### src/pia_pkg.sv
package pia_pkg;
  // Vector numbers
  localparam int unsigned VEC_W        = 7;
  localparam logic [6:0] VEC_ILLEGAL   = 7'h02;
  localparam logic [6:0] VEC_STACK_OV  = 7'h03;
  localparam logic [6:0] VEC_MISALIGN  = 7'h04;
  localparam logic [6:0] VEC_STEP_CNT  = 7'h05;
  localparam logic [6:0] VEC_BREAKPT   = 7'h06;
  localparam logic [6:0] VEC_TRACE     = 7'h07;
  localparam logic [6:0] VEC_DBG_TX    = 7'h08;
  localparam logic [6:0] VEC_DBG_RX    = 7'h09;
  localparam logic [6:0] VEC_L0_FIRST  = 7'h0a;
  localparam int unsigned L0_COUNT     = 22;
  localparam logic [6:0] VEC_TRAP_TOP  = 7'h20;
  localparam logic [6:0] VEC_TRAP_L2   = 7'h21;
  localparam logic [6:0] VEC_TRAP_L1   = 7'h22;
  localparam logic [6:0] VEC_TRAP_LOW  = 7'h23;
  localparam logic [6:0] VEC_L1_SLOT_A = 7'h24;
  localparam logic [6:0] VEC_L2_SLOT_A = 7'h27;
  localparam logic [6:0] VEC_FAST      = 7'h29;
  // Slot selection encoding: vector number, zero means unused
  localparam logic [6:0] SLOT_NONE     = 7'h00;
  // Control and status bits
  localparam int unsigned CSR_W        = 5;
  localparam int unsigned CSR_STEP     = 0;
  localparam int unsigned CSR_BRK      = 1;
  localparam int unsigned CSR_TRACE    = 2;
  localparam int unsigned CSR_DBG_TX   = 3;
  localparam int unsigned CSR_DBG_RX   = 4;
  localparam logic [4:0] CSR_RESET     = 5'h00;
  // Address widths and reset values
  localparam int unsigned ADDR_W       = 21;
  localparam int unsigned VBA_W        = 13;
  localparam logic [12:0] VBA_RESET    = 13'h0000;
  localparam logic [20:0] RESET_ADDR   = 21'h000000;
  // Level codes
  localparam logic [1:0] LCODE_NONE    = 2'h0;
  localparam logic [1:0] LCODE_L0      = 2'h1;
  localparam logic [1:0] LCODE_L1      = 2'h2;
  localparam logic [1:0] LCODE_L23     = 2'h3;
  // Core mask values
  localparam logic [1:0] MASK_ALL      = 2'h0;
  localparam logic [1:0] MASK_L0       = 2'h1;
  localparam logic [1:0] MASK_L01      = 2'h2;
  // Winning level
  typedef enum logic [4:0] {
    PIA_LVL_NONE = 5'b00000,
    PIA_LVL_LP   = 5'b00001,
    PIA_LVL_0    = 5'b00010,
    PIA_LVL_1    = 5'b00100,
    PIA_LVL_2    = 5'b01000,
    PIA_LVL_3    = 5'b10000
  } pia_level_t;
endpackage
### src/pia_arbiter.sv
`timescale 1ns/1ps
// Functional notes
// Every source sits at one of five levels; resets restore defaults.
// Illegal op, stack overflow, misalign, top soft trap always enabled.
// Step counter, breakpoint, trace gated by control-status enable bits.
// Defaults: L2 trap and slots 4-6, L1 trap and slots 1-3, lowest trap LP.
// Three level-0 sources may move into the level-1 slots.
// Three level-0 sources may move into level-2 slots; one is fast.
// Slot candidates are level-0 sources plus debug tx-empty and rx-full.
// Core software traps are never gated by an enable.
// Within a level the lowest vector number wins.
// Each level gives a pending flag and a winning index.
// Higher level wins; core told only when priority is sufficient.
// Core-generated requests are edge detected into pending events.
// Hardware acknowledge clears the pending core-generated request.
// In wait or stop, enabled pending requests ask for a clock restart.
// Wait modes alike, stop modes alike; drive interrupt-asserted output.
// After reset the initial fetch address is driven.
// Vector address is base register joined with vector number.
// Core mask bits 00 all, 01 mask L0, 10 mask L0-1, 11 only L3.
// Level code 00 none/LP, 01 L0, 10 L1, 11 L2 or 3.
// Slot six source with a non-subroutine first insn is a fast interrupt.
// Peripherals gate their own requests; no per-peripheral enable here.
// Software should keep the fast interrupt alone at level 2.
// A redirected source loses its own vector, using only the slot vector.
// All arbitration state is clocked on mclk and cleared by reset.
module pia_arbiter (
  input  wire logic        mclk,
  input  wire logic        arst_n,
  // Core exception and trap requests, level signals from the core
  input  wire logic        core_illegal_req,
  input  wire logic        core_stack_ov_req,
  input  wire logic        core_misalign_req,
  input  wire logic        core_step_req,
  input  wire logic        core_brk_req,
  input  wire logic        core_trace_req,
  input  wire logic        soft_trap_top,
  input  wire logic        soft_trap_l2,
  input  wire logic        soft_trap_l1,
  input  wire logic        soft_trap_lowest,
  input  wire logic        debug_tx_empty_req,
  input  wire logic        debug_rx_full_req,
  input  wire logic        hw_int_ack,
  // Level-0 peripheral requests, index 0 is the lowest level-0 vector
  input  wire logic [21:0] periph_req,
  // Control and status bits
  input  wire logic [4:0]  ctrl_status_reg,
  input  wire logic [12:0] vector_base_reg,
  input  wire logic [6:0]  level1_slot_a,
  input  wire logic [6:0]  level1_slot_b,
  input  wire logic [6:0]  level1_slot_c,
  input  wire logic [6:0]  level2_slot_a,
  input  wire logic [6:0]  level2_slot_b,
  input  wire logic [6:0]  level2_fast_slot,
  input  wire logic        fast_first_is_sub,
  input  wire logic [1:0]  core_mask_bits,
  input  wire logic        lowpower_wait_mode,
  input  wire logic        lowpower_stop_mode,
  input  wire logic        wait_mode,
  input  wire logic        stop_mode,
  // To the core
  output logic             irq_to_core,
  output logic [20:0]      vector_addr,
  output logic [6:0]       winning_vector,
  output logic [1:0]       current_level_code,
  output logic             fast_irq,
  output logic [4:0]       pending_core_events,
  // Wake-up paths
  output logic             clock_restart_req,
  output logic             irq_asserted
);
  localparam int unsigned NC = 5;
  localparam int unsigned NS = 3;
  // Pending-event bit of each core trap; bit 0 stays unused
  localparam int unsigned PEND_TOP = 1;
  localparam int unsigned PEND_L2  = 2;
  localparam int unsigned PEND_L1  = 3;
  localparam int unsigned PEND_LOW = 4;
  // Level-3 encoder index of the top trap
  localparam logic [6:0] L3_TRAP_IDX = 7'h08;

  // Edge detection of core-generated events
  logic [NC-1:0] core_lvl;
  logic [NC-1:0] core_prev_reg;
  logic [NC-1:0] core_pend_reg;
  logic [NC-1:0] core_pend_next;
  logic [NC-1:0] core_rise;
  logic [NC-1:0] core_ack_hit;

  assign core_lvl  = {soft_trap_lowest, soft_trap_l1, soft_trap_l2,
                      soft_trap_top, 1'b0};
  assign core_rise = core_lvl & ~core_prev_reg;

  // Captured winner, registered each cycle
  logic [6:0]       win_vec_reg;
  logic [6:0]       win_vec_next;
  pia_pkg::pia_level_t win_lvl_reg;
  pia_pkg::pia_level_t win_lvl_next;
  logic             irq_reg;
  logic             irq_next;
  logic             fast_reg;
  logic             fast_next;
  logic             rst_done_reg;
  logic             restart_next;

  // Acknowledge clears the trap that was presented; a new edge wins
  genvar c;
  generate
    for (c = 0; c < NC; c++) begin : g_core
      assign core_ack_hit[c] = hw_int_ack && irq_reg &&
        (win_vec_reg == ((c == 0) ? 7'h7f : pia_pkg::VEC_TRAP_TOP + 7'(c - 1)));
      assign core_pend_next[c] = core_rise[c] |
                                 (core_pend_reg[c] & ~core_ack_hit[c]);
    end
  endgenerate

  // Slot selection: each slot holds the vector number it carries
  logic [6:0] slot_sel [6];
  assign slot_sel[0] = level1_slot_a;
  assign slot_sel[1] = level1_slot_b;
  assign slot_sel[2] = level1_slot_c;
  assign slot_sel[3] = level2_slot_a;
  assign slot_sel[4] = level2_slot_b;
  assign slot_sel[5] = level2_fast_slot;

  // Candidate space: debug tx/rx plus level-0 sources, vectors 8 upward
  localparam int unsigned NCAND = pia_pkg::L0_COUNT + 2;
  logic [NCAND-1:0] cand_req;
  logic [NCAND-1:0] cand_taken;
  logic [5:0]       slot_req;
  logic [NCAND-1:0] taken_or [7];

  assign cand_req = {periph_req,
                     debug_rx_full_req & ctrl_status_reg[pia_pkg::CSR_DBG_RX],
                     debug_tx_empty_req & ctrl_status_reg[pia_pkg::CSR_DBG_TX]};
  assign taken_or[0] = '0;

  genvar s;
  generate
    for (s = 0; s < 6; s++) begin : g_slot
      logic       sel_valid;
      logic [6:0] sel_off;
      assign sel_off   = slot_sel[s] - pia_pkg::VEC_DBG_TX;
      assign sel_valid = (slot_sel[s] >= pia_pkg::VEC_DBG_TX) &&
                         (sel_off < 7'(NCAND));
      assign slot_req[s] = sel_valid && cand_req[sel_off[4:0]];
      assign taken_or[s+1] = taken_or[s] |
        (sel_valid ? (NCAND'(1) << sel_off[4:0]) : '0);
    end
  endgenerate
  assign cand_taken = taken_or[6];

  // Level request vectors, each bit ordered by vector number
  logic [2:0]  l3_core;
  logic [8:0]  l3_req;
  logic [3:0]  l2_req;
  logic [3:0]  l1_req;
  logic [NCAND-3:0] l0_req;
  logic [1:0]  l3_dbg;

  assign l3_core = {core_misalign_req, core_stack_ov_req, core_illegal_req};
  assign l3_dbg  = cand_req[1:0] & ~cand_taken[1:0];
  assign l3_req  = {core_pend_reg[PEND_TOP], l3_dbg,
                    core_trace_req & ctrl_status_reg[pia_pkg::CSR_TRACE],
                    core_brk_req   & ctrl_status_reg[pia_pkg::CSR_BRK],
                    core_step_req  & ctrl_status_reg[pia_pkg::CSR_STEP],
                    l3_core};
  assign l2_req  = {slot_req[2*NS-1:NS], core_pend_reg[PEND_L2]};
  assign l1_req  = {slot_req[NS-1:0], core_pend_reg[PEND_L1]};
  assign l0_req  = periph_req & ~cand_taken[NCAND-1:2];

  // Per-level encoders
  logic       p3;
  logic       p2;
  logic       p1;
  logic       p0;
  logic [6:0] i3;
  logic [6:0] i2;
  logic [6:0] i1;
  logic [6:0] i0;

  pia_lowest_enc #(.N(9)) u_enc3 (
    .req     (l3_req),
    .pending (p3),
    .index   (i3)
  );
  pia_lowest_enc #(.N(4)) u_enc2 (
    .req     (l2_req),
    .pending (p2),
    .index   (i2)
  );
  pia_lowest_enc #(.N(4)) u_enc1 (
    .req     (l1_req),
    .pending (p1),
    .index   (i1)
  );
  pia_lowest_enc #(.N(pia_pkg::L0_COUNT)) u_enc0 (
    .req     (l0_req),
    .pending (p0),
    .index   (i0)
  );

  logic plp;
  assign plp = core_pend_reg[PEND_LOW];

  // Vector numbers of each level winner
  logic [6:0] v3;
  logic [6:0] v2;
  logic [6:0] v1;
  logic [6:0] v0;
  // Level-3 vectors below the top trap are contiguous from the illegal op
  assign v3 = (i3 < L3_TRAP_IDX) ? pia_pkg::VEC_ILLEGAL + i3 : pia_pkg::VEC_TRAP_TOP;
  assign v2 = (i2 == 7'h00) ? pia_pkg::VEC_TRAP_L2
                            : pia_pkg::VEC_L2_SLOT_A + i2 - 7'h01;
  assign v1 = (i1 == 7'h00) ? pia_pkg::VEC_TRAP_L1
                            : pia_pkg::VEC_L1_SLOT_A + i1 - 7'h01;
  assign v0 = pia_pkg::VEC_L0_FIRST + i0;

  // Sufficient priority against core mask and current level
  logic [1:0] cur_code;
  logic       ok3;
  logic       ok2;
  logic       ok1;
  logic       ok0;
  logic       oklp;
  assign cur_code = current_level_code;
  assign ok3  = 1'b1;
  assign ok2  = (core_mask_bits <= pia_pkg::MASK_L01) &&
                (cur_code < pia_pkg::LCODE_L23);
  assign ok1  = (core_mask_bits <= pia_pkg::MASK_L0) &&
                (cur_code < pia_pkg::LCODE_L1);
  assign ok0  = (core_mask_bits == pia_pkg::MASK_ALL) &&
                (cur_code < pia_pkg::LCODE_L0);
  assign oklp = (core_mask_bits == pia_pkg::MASK_ALL) &&
                (cur_code == pia_pkg::LCODE_NONE);

  // Level arbitration, higher level first
  always_comb begin
    win_lvl_next = pia_pkg::PIA_LVL_NONE;
    win_vec_next = win_vec_reg;
    irq_next     = 1'b0;
    if (p3 && ok3) begin
      win_lvl_next = pia_pkg::PIA_LVL_3;
      win_vec_next = v3;
      irq_next     = 1'b1;
    end else if (p2 && ok2) begin
      win_lvl_next = pia_pkg::PIA_LVL_2;
      win_vec_next = v2;
      irq_next     = 1'b1;
    end else if (p1 && ok1) begin
      win_lvl_next = pia_pkg::PIA_LVL_1;
      win_vec_next = v1;
      irq_next     = 1'b1;
    end else if (p0 && ok0) begin
      win_lvl_next = pia_pkg::PIA_LVL_0;
      win_vec_next = v0;
      irq_next     = 1'b1;
    end else if (plp && oklp) begin
      win_lvl_next = pia_pkg::PIA_LVL_LP;
      win_vec_next = pia_pkg::VEC_TRAP_LOW;
      irq_next     = 1'b1;
    end
  end

  // Fast interrupt: slot six wins at level 2, first insn not a call
  assign fast_next = irq_next && (win_lvl_next == pia_pkg::PIA_LVL_2) &&
                     (win_vec_next == pia_pkg::VEC_FAST) &&
                     !fast_first_is_sub;

  // Wake: identical handling of wait/lp-wait and stop/lp-stop
  logic                      low_power;
  logic                      low_power_reg;
  logic                      any_enabled;
  logic [pia_pkg::CSR_W-1:0] wake_en_reg;
  logic [pia_pkg::CSR_W-1:0] wake_en_next;
  logic [pia_pkg::CSR_W-1:0] wake_dbg;
  assign low_power    = wait_mode | lowpower_wait_mode |
                        stop_mode | lowpower_stop_mode;
  // Enables frozen on entry; only sources enabled beforehand may wake
  assign wake_en_next = low_power_reg ? wake_en_reg : ctrl_status_reg;
  assign wake_dbg     = {debug_rx_full_req, debug_tx_empty_req, core_trace_req,
                         core_brk_req, core_step_req} & wake_en_next;
  assign any_enabled  = (|l3_core) | (|core_pend_reg) | (|periph_req) | (|wake_dbg);
  // Combinational so that it still reaches the clock unit with mclk stopped
  assign restart_next = low_power && any_enabled;

  always_ff @(posedge mclk or negedge arst_n) begin
    if (!arst_n) begin
      core_prev_reg <= '0;
      core_pend_reg <= '0;
    end else begin
      core_prev_reg <= core_lvl;
      core_pend_reg <= core_pend_next;
    end
  end

  always_ff @(posedge mclk or negedge arst_n) begin
    if (!arst_n) begin
      win_vec_reg  <= pia_pkg::SLOT_NONE;
      win_lvl_reg  <= pia_pkg::PIA_LVL_NONE;
      irq_reg      <= 1'b0;
      fast_reg     <= 1'b0;
      low_power_reg <= 1'b0;
      wake_en_reg  <= pia_pkg::CSR_RESET;
      rst_done_reg <= 1'b0;
    end else begin
      win_vec_reg  <= win_vec_next;
      win_lvl_reg  <= win_lvl_next;
      irq_reg      <= irq_next;
      fast_reg     <= fast_next;
      low_power_reg <= low_power;
      wake_en_reg  <= wake_en_next;
      rst_done_reg <= 1'b1;
    end
  end

  // Level code of the registered winner
  logic [1:0] code_of_win;
  always_comb begin
    case (win_lvl_reg)
      pia_pkg::PIA_LVL_0: code_of_win = pia_pkg::LCODE_L0;
      pia_pkg::PIA_LVL_1: code_of_win = pia_pkg::LCODE_L1;
      pia_pkg::PIA_LVL_2: code_of_win = pia_pkg::LCODE_L23;
      pia_pkg::PIA_LVL_3: code_of_win = pia_pkg::LCODE_L23;
      default:            code_of_win = pia_pkg::LCODE_NONE;
    endcase
  end

  // Current level follows the acknowledged winner
  logic [1:0] level_reg;
  always_ff @(posedge mclk or negedge arst_n) begin
    if (!arst_n) begin
      level_reg <= pia_pkg::LCODE_NONE;
    end else if (hw_int_ack && irq_reg) begin
      level_reg <= code_of_win;
    end else if (!irq_reg && core_mask_bits == pia_pkg::MASK_ALL) begin
      level_reg <= pia_pkg::LCODE_NONE;
    end
  end

  assign current_level_code  = level_reg;
  assign irq_to_core         = irq_reg;
  assign winning_vector      = win_vec_reg;
  assign fast_irq            = fast_reg;
  assign pending_core_events = core_pend_reg;
  assign vector_addr = rst_done_reg ? {vector_base_reg, 1'b0, win_vec_reg}
                                    : pia_pkg::RESET_ADDR;
  assign clock_restart_req   = restart_next;
  assign irq_asserted        = irq_reg | restart_next;
endmodule

### src/pia_lowest_enc.sv
`timescale 1ns/1ps
// Picks the lowest set request; index is position within the group
module pia_lowest_enc #(
  parameter int unsigned N = 8
) (
  input  wire logic [N-1:0] req,
  output logic              pending,
  output logic [6:0]        index
);
  logic [N-1:0] lower_any;
  logic [N-1:0] first_hot;
  logic [6:0]   idx_or [N:0];

  assign lower_any[0] = 1'b0;
  assign idx_or[0]    = 7'h00;
  genvar g;
  generate
    for (g = 0; g < N; g++) begin : g_bit
      if (g > 0) begin : g_chain
        assign lower_any[g] = lower_any[g-1] | req[g-1];
      end
      assign first_hot[g] = req[g] & ~lower_any[g];
      assign idx_or[g+1]  = idx_or[g] | (first_hot[g] ? 7'(g) : 7'h00);
    end
  endgenerate

  assign pending = |req;
  assign index   = idx_or[N];
endmodule

### config.mk
export PLATFORM = sky130hd
export DESIGN_NAME = pia_arbiter
export DESIGN_NICKNAME = d
export VERILOG_FILES = /design/src/pia_pkg.sv /design/src/pia_arbiter.sv /design/src/pia_lowest_enc.sv
export SDC_FILE = /design/constraint.sdc
export NUM_CORES = 1
export LEC_CHECK = 0
export ABC_AREA = 1
export BUFFER_PORTS_ARGS = -buffer_cell sky130_fd_sc_hd__buf_4
export CAP_MARGIN = 30
export CORE_MARGIN = 2
export CORE_UTILIZATION = 35
export CTS_CLUSTER_SIZE = 20
export DETAILED_ROUTE_END_ITERATION = 8
export SKIP_LAST_GASP = 1
export SLEW_MARGIN = 5
export SYNTH_ARGS = -nofsm -noshare
export SYNTH_HDL_FRONTEND = slang
export SYNTH_SLANG_ARGS = --single-unit
### constraint.sdc
create_clock -name mclk -period 8 [get_ports mclk]
set_input_delay 2.4 -clock mclk [delete_from_list [all_inputs] [get_ports mclk]]
set_output_delay 2.4 -clock mclk [all_outputs]
set_load 0.02 [all_outputs]
==> run_results.csv, run 1 <==
group,metric,value,unit
outcome,run_status,"complete, no violations",
yosys,most_frequent_cell_after_synthesis,"nand2_1",
sta,rsz0062_at_grt,"false",
cells_and_area,post_route_cells_drive_above_1_share,21.1,%
grt,grt_antenna_before_repair,0,
cells_and_area,largest_register_ff_count,7,
die,placement_rows,50,
clock_tree,cts_max_level,2,
die,floorplan.die.width,143,um
setup_path,critPathMaxFanout,4,
setup_path,worst-endpoint-required,5.60,ns
power,vdd.ir_drop.worst,0.0693,mV
sta,finalWorstPathRequiredPeriod,7.14,ns
clock_tree,tritoncts_clock_tree,"yes",
yosys,synth_sequential_area_ratio,11.9,%
power,p_leak,4.07,nW
setup_path,timing.rr.end,"fast_irq$_DFF_PN0_",
yosys,synth.avg_cell_area,5.51,um2
placed_design,place_congestion,1.03,
cells_and_area,final-seq-area,801,um2
setup_path,regToRegStartpoint,"current_level_code[1]$_DFFE_PN0P_",
setup_path,worst_r2r_path_depth,13,
worst_hold_path,hp-class,"flop to flop",
placed_design,port_buffers,141,
setup_path,critPathCaptureType,"output port",
setup_path,cp-start-kind,"primary input",
grt,pin_count_of_the_biggest_net_entering_global_routing,33,
cells_and_area,finish.cell_count_without_fillers,1573,
cells_and_area,final.fill_count,2119,
yosys,synth-main-ff-cell,"dfrtp_1",
yosys,synth.cells.most_frequent,"nand2_1 (313), nor2_1 (209), inv_1 (148)",
die,design.core.area,0.0188,mm2
clock_tree,clk_latency,0.28,ns
die,pin_count,143,
worst_hold_path,whs_path_depth,1,
setup_path,timing_worst_setup_path_type,"primary input to output port",
clock_tree,cts_inserted_buffers,5,
sta,finalClockSkew,0.00354,ns
setup_path,worst_ep_arrival_time,4.74,ns
clock_tree,numClockSinks,32,
worst_hold_path,hold_end,"pending_core_events[2]$_DFF_PN0_",
yosys,synth_cell_types,58,
grt,first_global_vias,8180,
sta,hold_viol,0,
power,fin_total_pwr,747,uW
worst_hold_path,worst_hold_startpoint,"core_prev_reg[2]$_DFF_PN0_",
yosys,post-synth-top-area-cell,"nand2_1",
cells_and_area,multiInputGateArea,0.00503,mm2
die,initial_utilization,35.9,%
cells_and_area,nNetsFinal,1458,
drt,route.vias.total,8953,
placed_design,post-dp-hpwl,26600,um
die,design.die.area,0.0204,mm2
yosys,synth-edff-count,0,
yosys,count_of_state_elements_after_synthesis,32,
drt,wirelength,32200,um
yosys,synthesis.area,0.00673,mm2
yosys,async_flop_share,100,%
drt,detailedRoute.firstIterationViolations,1136,
clock_tree,post-cts-setup-buffer-count,0,
cells_and_area,num_antenna_cells,0,
yosys,post_synth_inst_count,1222,
clock_tree,cts_hold_buffers,0,
sta,slew_headroom,50.5,%
drt,antenna_left,0,
drt,initial_drt_pass_iterations,6,
clock_tree,clkSlewWorstSetupHoldPaths,0.05,ns
die,die_h,143,um
sta,timing.hold.ws,0.413,ns
sta,final_min_period_over_clock_period,89.3,%
power,power_density,92.7,mW/mm2
yosys,yosys_warnings,0,
cells_and_area,layout-area-overhead-vs-synth,19.6,%
setup_path,reg2reg_setup_slack,6.02,ns
drt,drt-vias-per-instance,5.69,
clock_tree,cts_root_buffer,"clkbuf_16",
clock_tree,cts.repair.resized,0,
grt,globalRouteOverflowTotal,0,
grt,globalRouteTotalUtil,31.1,%
sta,finalMaxSlewViolations,0,
yosys,synth_top_area_share,17.5,%
yosys,ys_top_cells_by_area,"nand2_1 (17%), dfrtp_1 (12%), nor2_1 (12%)",
drt,drc_errors,0,
placed_design,post-place-cells,1565,
drt,routed_wire_length_per_instance,20.5,um
sta,setup_viol,0,
sta,max_clock_freq,140,MHz
grt,first_pass_grt_wire_length,48100,um
yosys,synth_fp_nets,1342,
clock_tree,cts_buffer_depth,2,
sta,worst-slew-pin-transition,0.735,ns
flow_run,drv.max_cap_violation_count,0,
sta,setup-tns-final,0,ns
-- final cells by class --
class	count	share of cell area (%)
Clock buffer	8	1.82
Timing Repair Buffer	141	13.1
Multi-Input combinational cell	968	62.5
Inverter	190	8.94
Sequential cell	32	9.95
Tap cell	234	3.64
-- routing by layer --
metal,part of all wire [%],GRT usage [%],vias up,wire length [um]
li1,-,-,4221,-
met1,43,44.9,4136,14000
met2,44,48.6,518,14100
met3,10,5.06,78,3260
met4,2.9,6.62,0,919
met5,0,0,-,0
-- kinds of logic (layout without fill, tap and decap cells) --
logic type / count (synthesis) / after routing / share of synthesized area, %
buffers and inverters: 222 / 339 / 13.4
muxes: 5 / 5 / 0.836
DFF: 32 / 32 / 11.9
and+or+nand+nor: 798 / 798 / 56.4
other: 2 / 2 / 0.112
xor gates and xnor gates: 1 / 1 / 0.130
AOI/OAI and AO/OA: 146 / 146 / 14.3
adders and majority gates: 16 / 16 / 2.97
-- worst max path at each step --
stage / from / endpoint / depth (start not counted)
after CTS: core_misalign_req / irq_asserted / 7
after global placement: core_misalign_req / irq_asserted / 7
after detailed placement: core_misalign_req / irq_asserted / 7
after floorplan: periph_req[19] / irq_asserted / 6
final: core_misalign_req / irq_asserted / 7
after global routing: core_misalign_req / irq_asserted / 7
-- stage by stage --
stage / util [%] / area [um2] / setup slack [ns]
floorplan: - / 6730 / 1.82
global placement: 42.1 / 7900 / 0.978
detailed placement: 42.1 / 7900 / 0.946
CTS: 42.9 / 8050 / 0.935
global route: 42.9 / 8050 / 0.953
finish: 42.9 / 8050 / 0.856
-- worst max-delay path: stages --
cell and delay [ns]:
buf_4 0.13, nor4_1 0.65, nand4_1 0.32, o41ai_1 0.65, inv_1 0.14, or2_2 0.30
buf_4 0.16
-- layout by cell type (no fill, tap or decap), types with 11 or more instances in the layout --
cell type	count
a22oi_1	11
o21ai_0	21
nor2_2	18
nor2_1	209
o211ai_1	12
nor3_1	30
buf_4	141
inv_1	148
nand2_4	11
nand2_1	313
o2111ai_1	13
nand3_1	97
dfrtp_1	32
nand4_1	45
a21oi_1	26
nor2_4	17
o22ai_1	24
inv_2	37
o21ai_1	11
ha_1	16
nand2_2	20
-- where the power goes --
group	switching, mW	leakage (nW)	internal [mW]	total (mW)
registers	0.00688	0.375	0.171	0.178
clock network	0.0676	0.0712	0.124	0.192
logic	0.257	3.63	0.119	0.377
Power figures use the tool's default switching activity.
==> inputs of run 2 (changes only) <==
- BUFFER_PORTS_ARGS: -buffer_cell sky130_fd_sc_hd__buf_4 -> not set
- CORE_MARGIN: 2 -> not set
- DONT_BUFFER_PORTS: not set -> 1
==> run 2 against run 1 <==
  * Die area shrank 2.8%
  * Worst setup slack gained 0.0091 ns
  * Non-clock buffer count shrank 141
  * Via count shrank 5.2%
  * Clock skew shrank 0.00079 ns
  * Clock power shrank 8%
  * Critical path type unchanged
  * Largest cell class unchanged
  * Highest routed layer unchanged
==> run_results.csv, run 2 (synthesis gave the netlist of run 1 again) <==
group,metric,value,unit
outcome,run_status,"complete, no violations",
die,design.die.area,0.0198,mm2
die,floorplan.die.width,141,um
die,initial_utilization,35.9,%
sta,finalClockSkew,0.00274,ns
drt,routed_wire_length_per_instance,21.9,um
cells_and_area,final.fill_count,2155,
placed_design,place_congestion,1.04,
power,power_density,92.7,mW/mm2
flow_run,drv.max_cap_violation_count,0,
setup_path,critPathCaptureType,"output port",
clock_tree,numClockSinks,32,
placed_design,pre_cts_slack,0.871,ns
setup_path,critPathMaxFanout,4,
sta,slew_headroom,47.5,%
clock_tree,post-cts-setup-buffer-count,0,
setup_path,worst-endpoint-required,5.60,ns
grt,pin_count_of_the_biggest_net_entering_global_routing,33,
setup_path,timing_worst_setup_path_type,"primary input to output port",
die,pin_count,143,
die,design.core.area,0.0188,mm2
drt,initial_drt_pass_iterations,6,
drt,drc_errors,0,
clock_tree,cts_buffer_depth,2,
cells_and_area,largest_register_ff_count,7,
grt,globalRouteOverflowTotal,0,
drt,antenna_left,0,
clock_tree,cts_inserted_buffers,5,
sta,rsz0062_at_grt,"false",
sta,fin_ws,0.865,ns
drt,detailedRoute.firstIterationViolations,1060,
grt,globalRouteTotalUtil,31.1,%
placed_design,post-dp-hpwl,25600,um
power,p_leak,3.38,nW
grt,first_pass_grt_wire_length,46500,um
die,placement_rows,50,
placed_design,port_buffers,0,
clock_tree,cts_hold_buffers,0,
cells_and_area,layout-area-overhead-vs-synth,3.70,%
clock_tree,cts_max_level,2,
cells_and_area,nNetsFinal,1317,
setup_path,worst_ep_arrival_time,4.73,ns
cells_and_area,layout_commonest_cell,"nand2_1",
worst_hold_path,hp-class,"flop to flop",
clock_tree,cts.repair.resized,0,
clock_tree,cts_root_buffer,"clkbuf_16",
sta,finalWorstPathRequiredPeriod,7.13,ns
drt,wirelength,31300,um
setup_path,cp-start-kind,"primary input",
sta,final_min_period_over_clock_period,89.2,%
die,die_h,141,um
sta,setup-tns-final,0,ns
clock_tree,tritoncts_clock_tree,"yes",
grt,grt_antenna_before_repair,0,
sta,setup_viol,0,
sta,worst-slew-pin-transition,0.781,ns
cells_and_area,post_route_cells_drive_above_1_share,11.8,%
sta,finalMaxSlewViolations,0,
cells_and_area,layout.cells.most_common_list,"nand2_1 (313), nor2_1 (209), inv_1 (148)",
clock_tree,clk_latency,0.27,ns
sta,max_clock_freq,140,MHz
sta,hold_viol,0,
drt,route.vias.total,8487,
power,vdd.ir_drop.worst,0.0667,mV
grt,first_global_vias,7648,
drt,drt-vias-per-instance,5.93,
clock_tree,clkSlewWorstSetupHoldPaths,0.05,ns
==> run 2: routing by layer <==
metal  share of wire, %  GRT usage, %  up-vias  wire length [um]
met1                 42          43.8     3850             13200
met5                  0             0        -                 0
met4                4.0          10.1        0              1240
met2                 43          48.1      598             13400
met3                 11          4.96       92              3500
li1                   -             -     3947                 -
==> run 2: final timing paths <==
check,from,to,depth (start not counted),slack [ns]
setup reg to reg,current_level_code[1]$_DFFE_PN0P_,fast_irq$_DFF_PN0_,13,5.93
hold reg to reg,core_prev_reg[3]$_DFF_PN0_,pending_core_events[3]$_DFF_PN0_,1,0.42
hold / removal,core_prev_reg[3]$_DFF_PN0_,pending_core_events[3]$_DFF_PN0_,1,0.42
min in group asynchronous,arst_n,winning_vector[5]$_DFF_PN0_,0,1.82
setup / recovery,core_misalign_req,irq_asserted,5,0.87
max in group asynchronous,arst_n,win_lvl_reg[1]$_DFF_PN0_,0,6.10
==> run 2: critical path, stage by stage <==
cell     delay [ns]
nor4_1         0.67
nand4_1        0.32
o41ai_1        0.66
inv_1          0.27
or2_2          0.41
==> run 2: power by group <==
part / leakage (nW) / internal [mW] / switching (mW)
combinational: 2.94 / 0.0792 / 0.211
clock: 0.0667 / 0.113 / 0.0629
sequential: 0.375 / 0.171 / 0.00982
total: 3.38 / 0.363 / 0.284
==> run 2: cell type report <==
type	count	area (um2)	share of cell area, %
diodes	1	2.50	0.0358
clock buffers	6	129	1.85
clock inverters	1	5.00	0.0717
inverters	190	719	10.3
multi-input cells	968	5030	72.1
flip-flops and latches	32	801	11.5
well taps	234	293	4.19
==> run 2: metrics by stage <==
step | std cells | hold slack (ns) | utilization, % | instance area (um2) | power, mW
floorplan | 1222 | 0.400 | - | 6730 | 0.403
global placement | 1424 | 0.401 | 36.5 | 6850 | 0.468
detailed placement | 1424 | 0.410 | 36.5 | 6850 | 0.464
CTS | 1431 | 0.417 | 37.2 | 6980 | 0.640
global route | 1431 | 0.435 | 37.2 | 6980 | 0.683
finish | 1432 | 0.418 | 37.2 | 6980 | 0.647
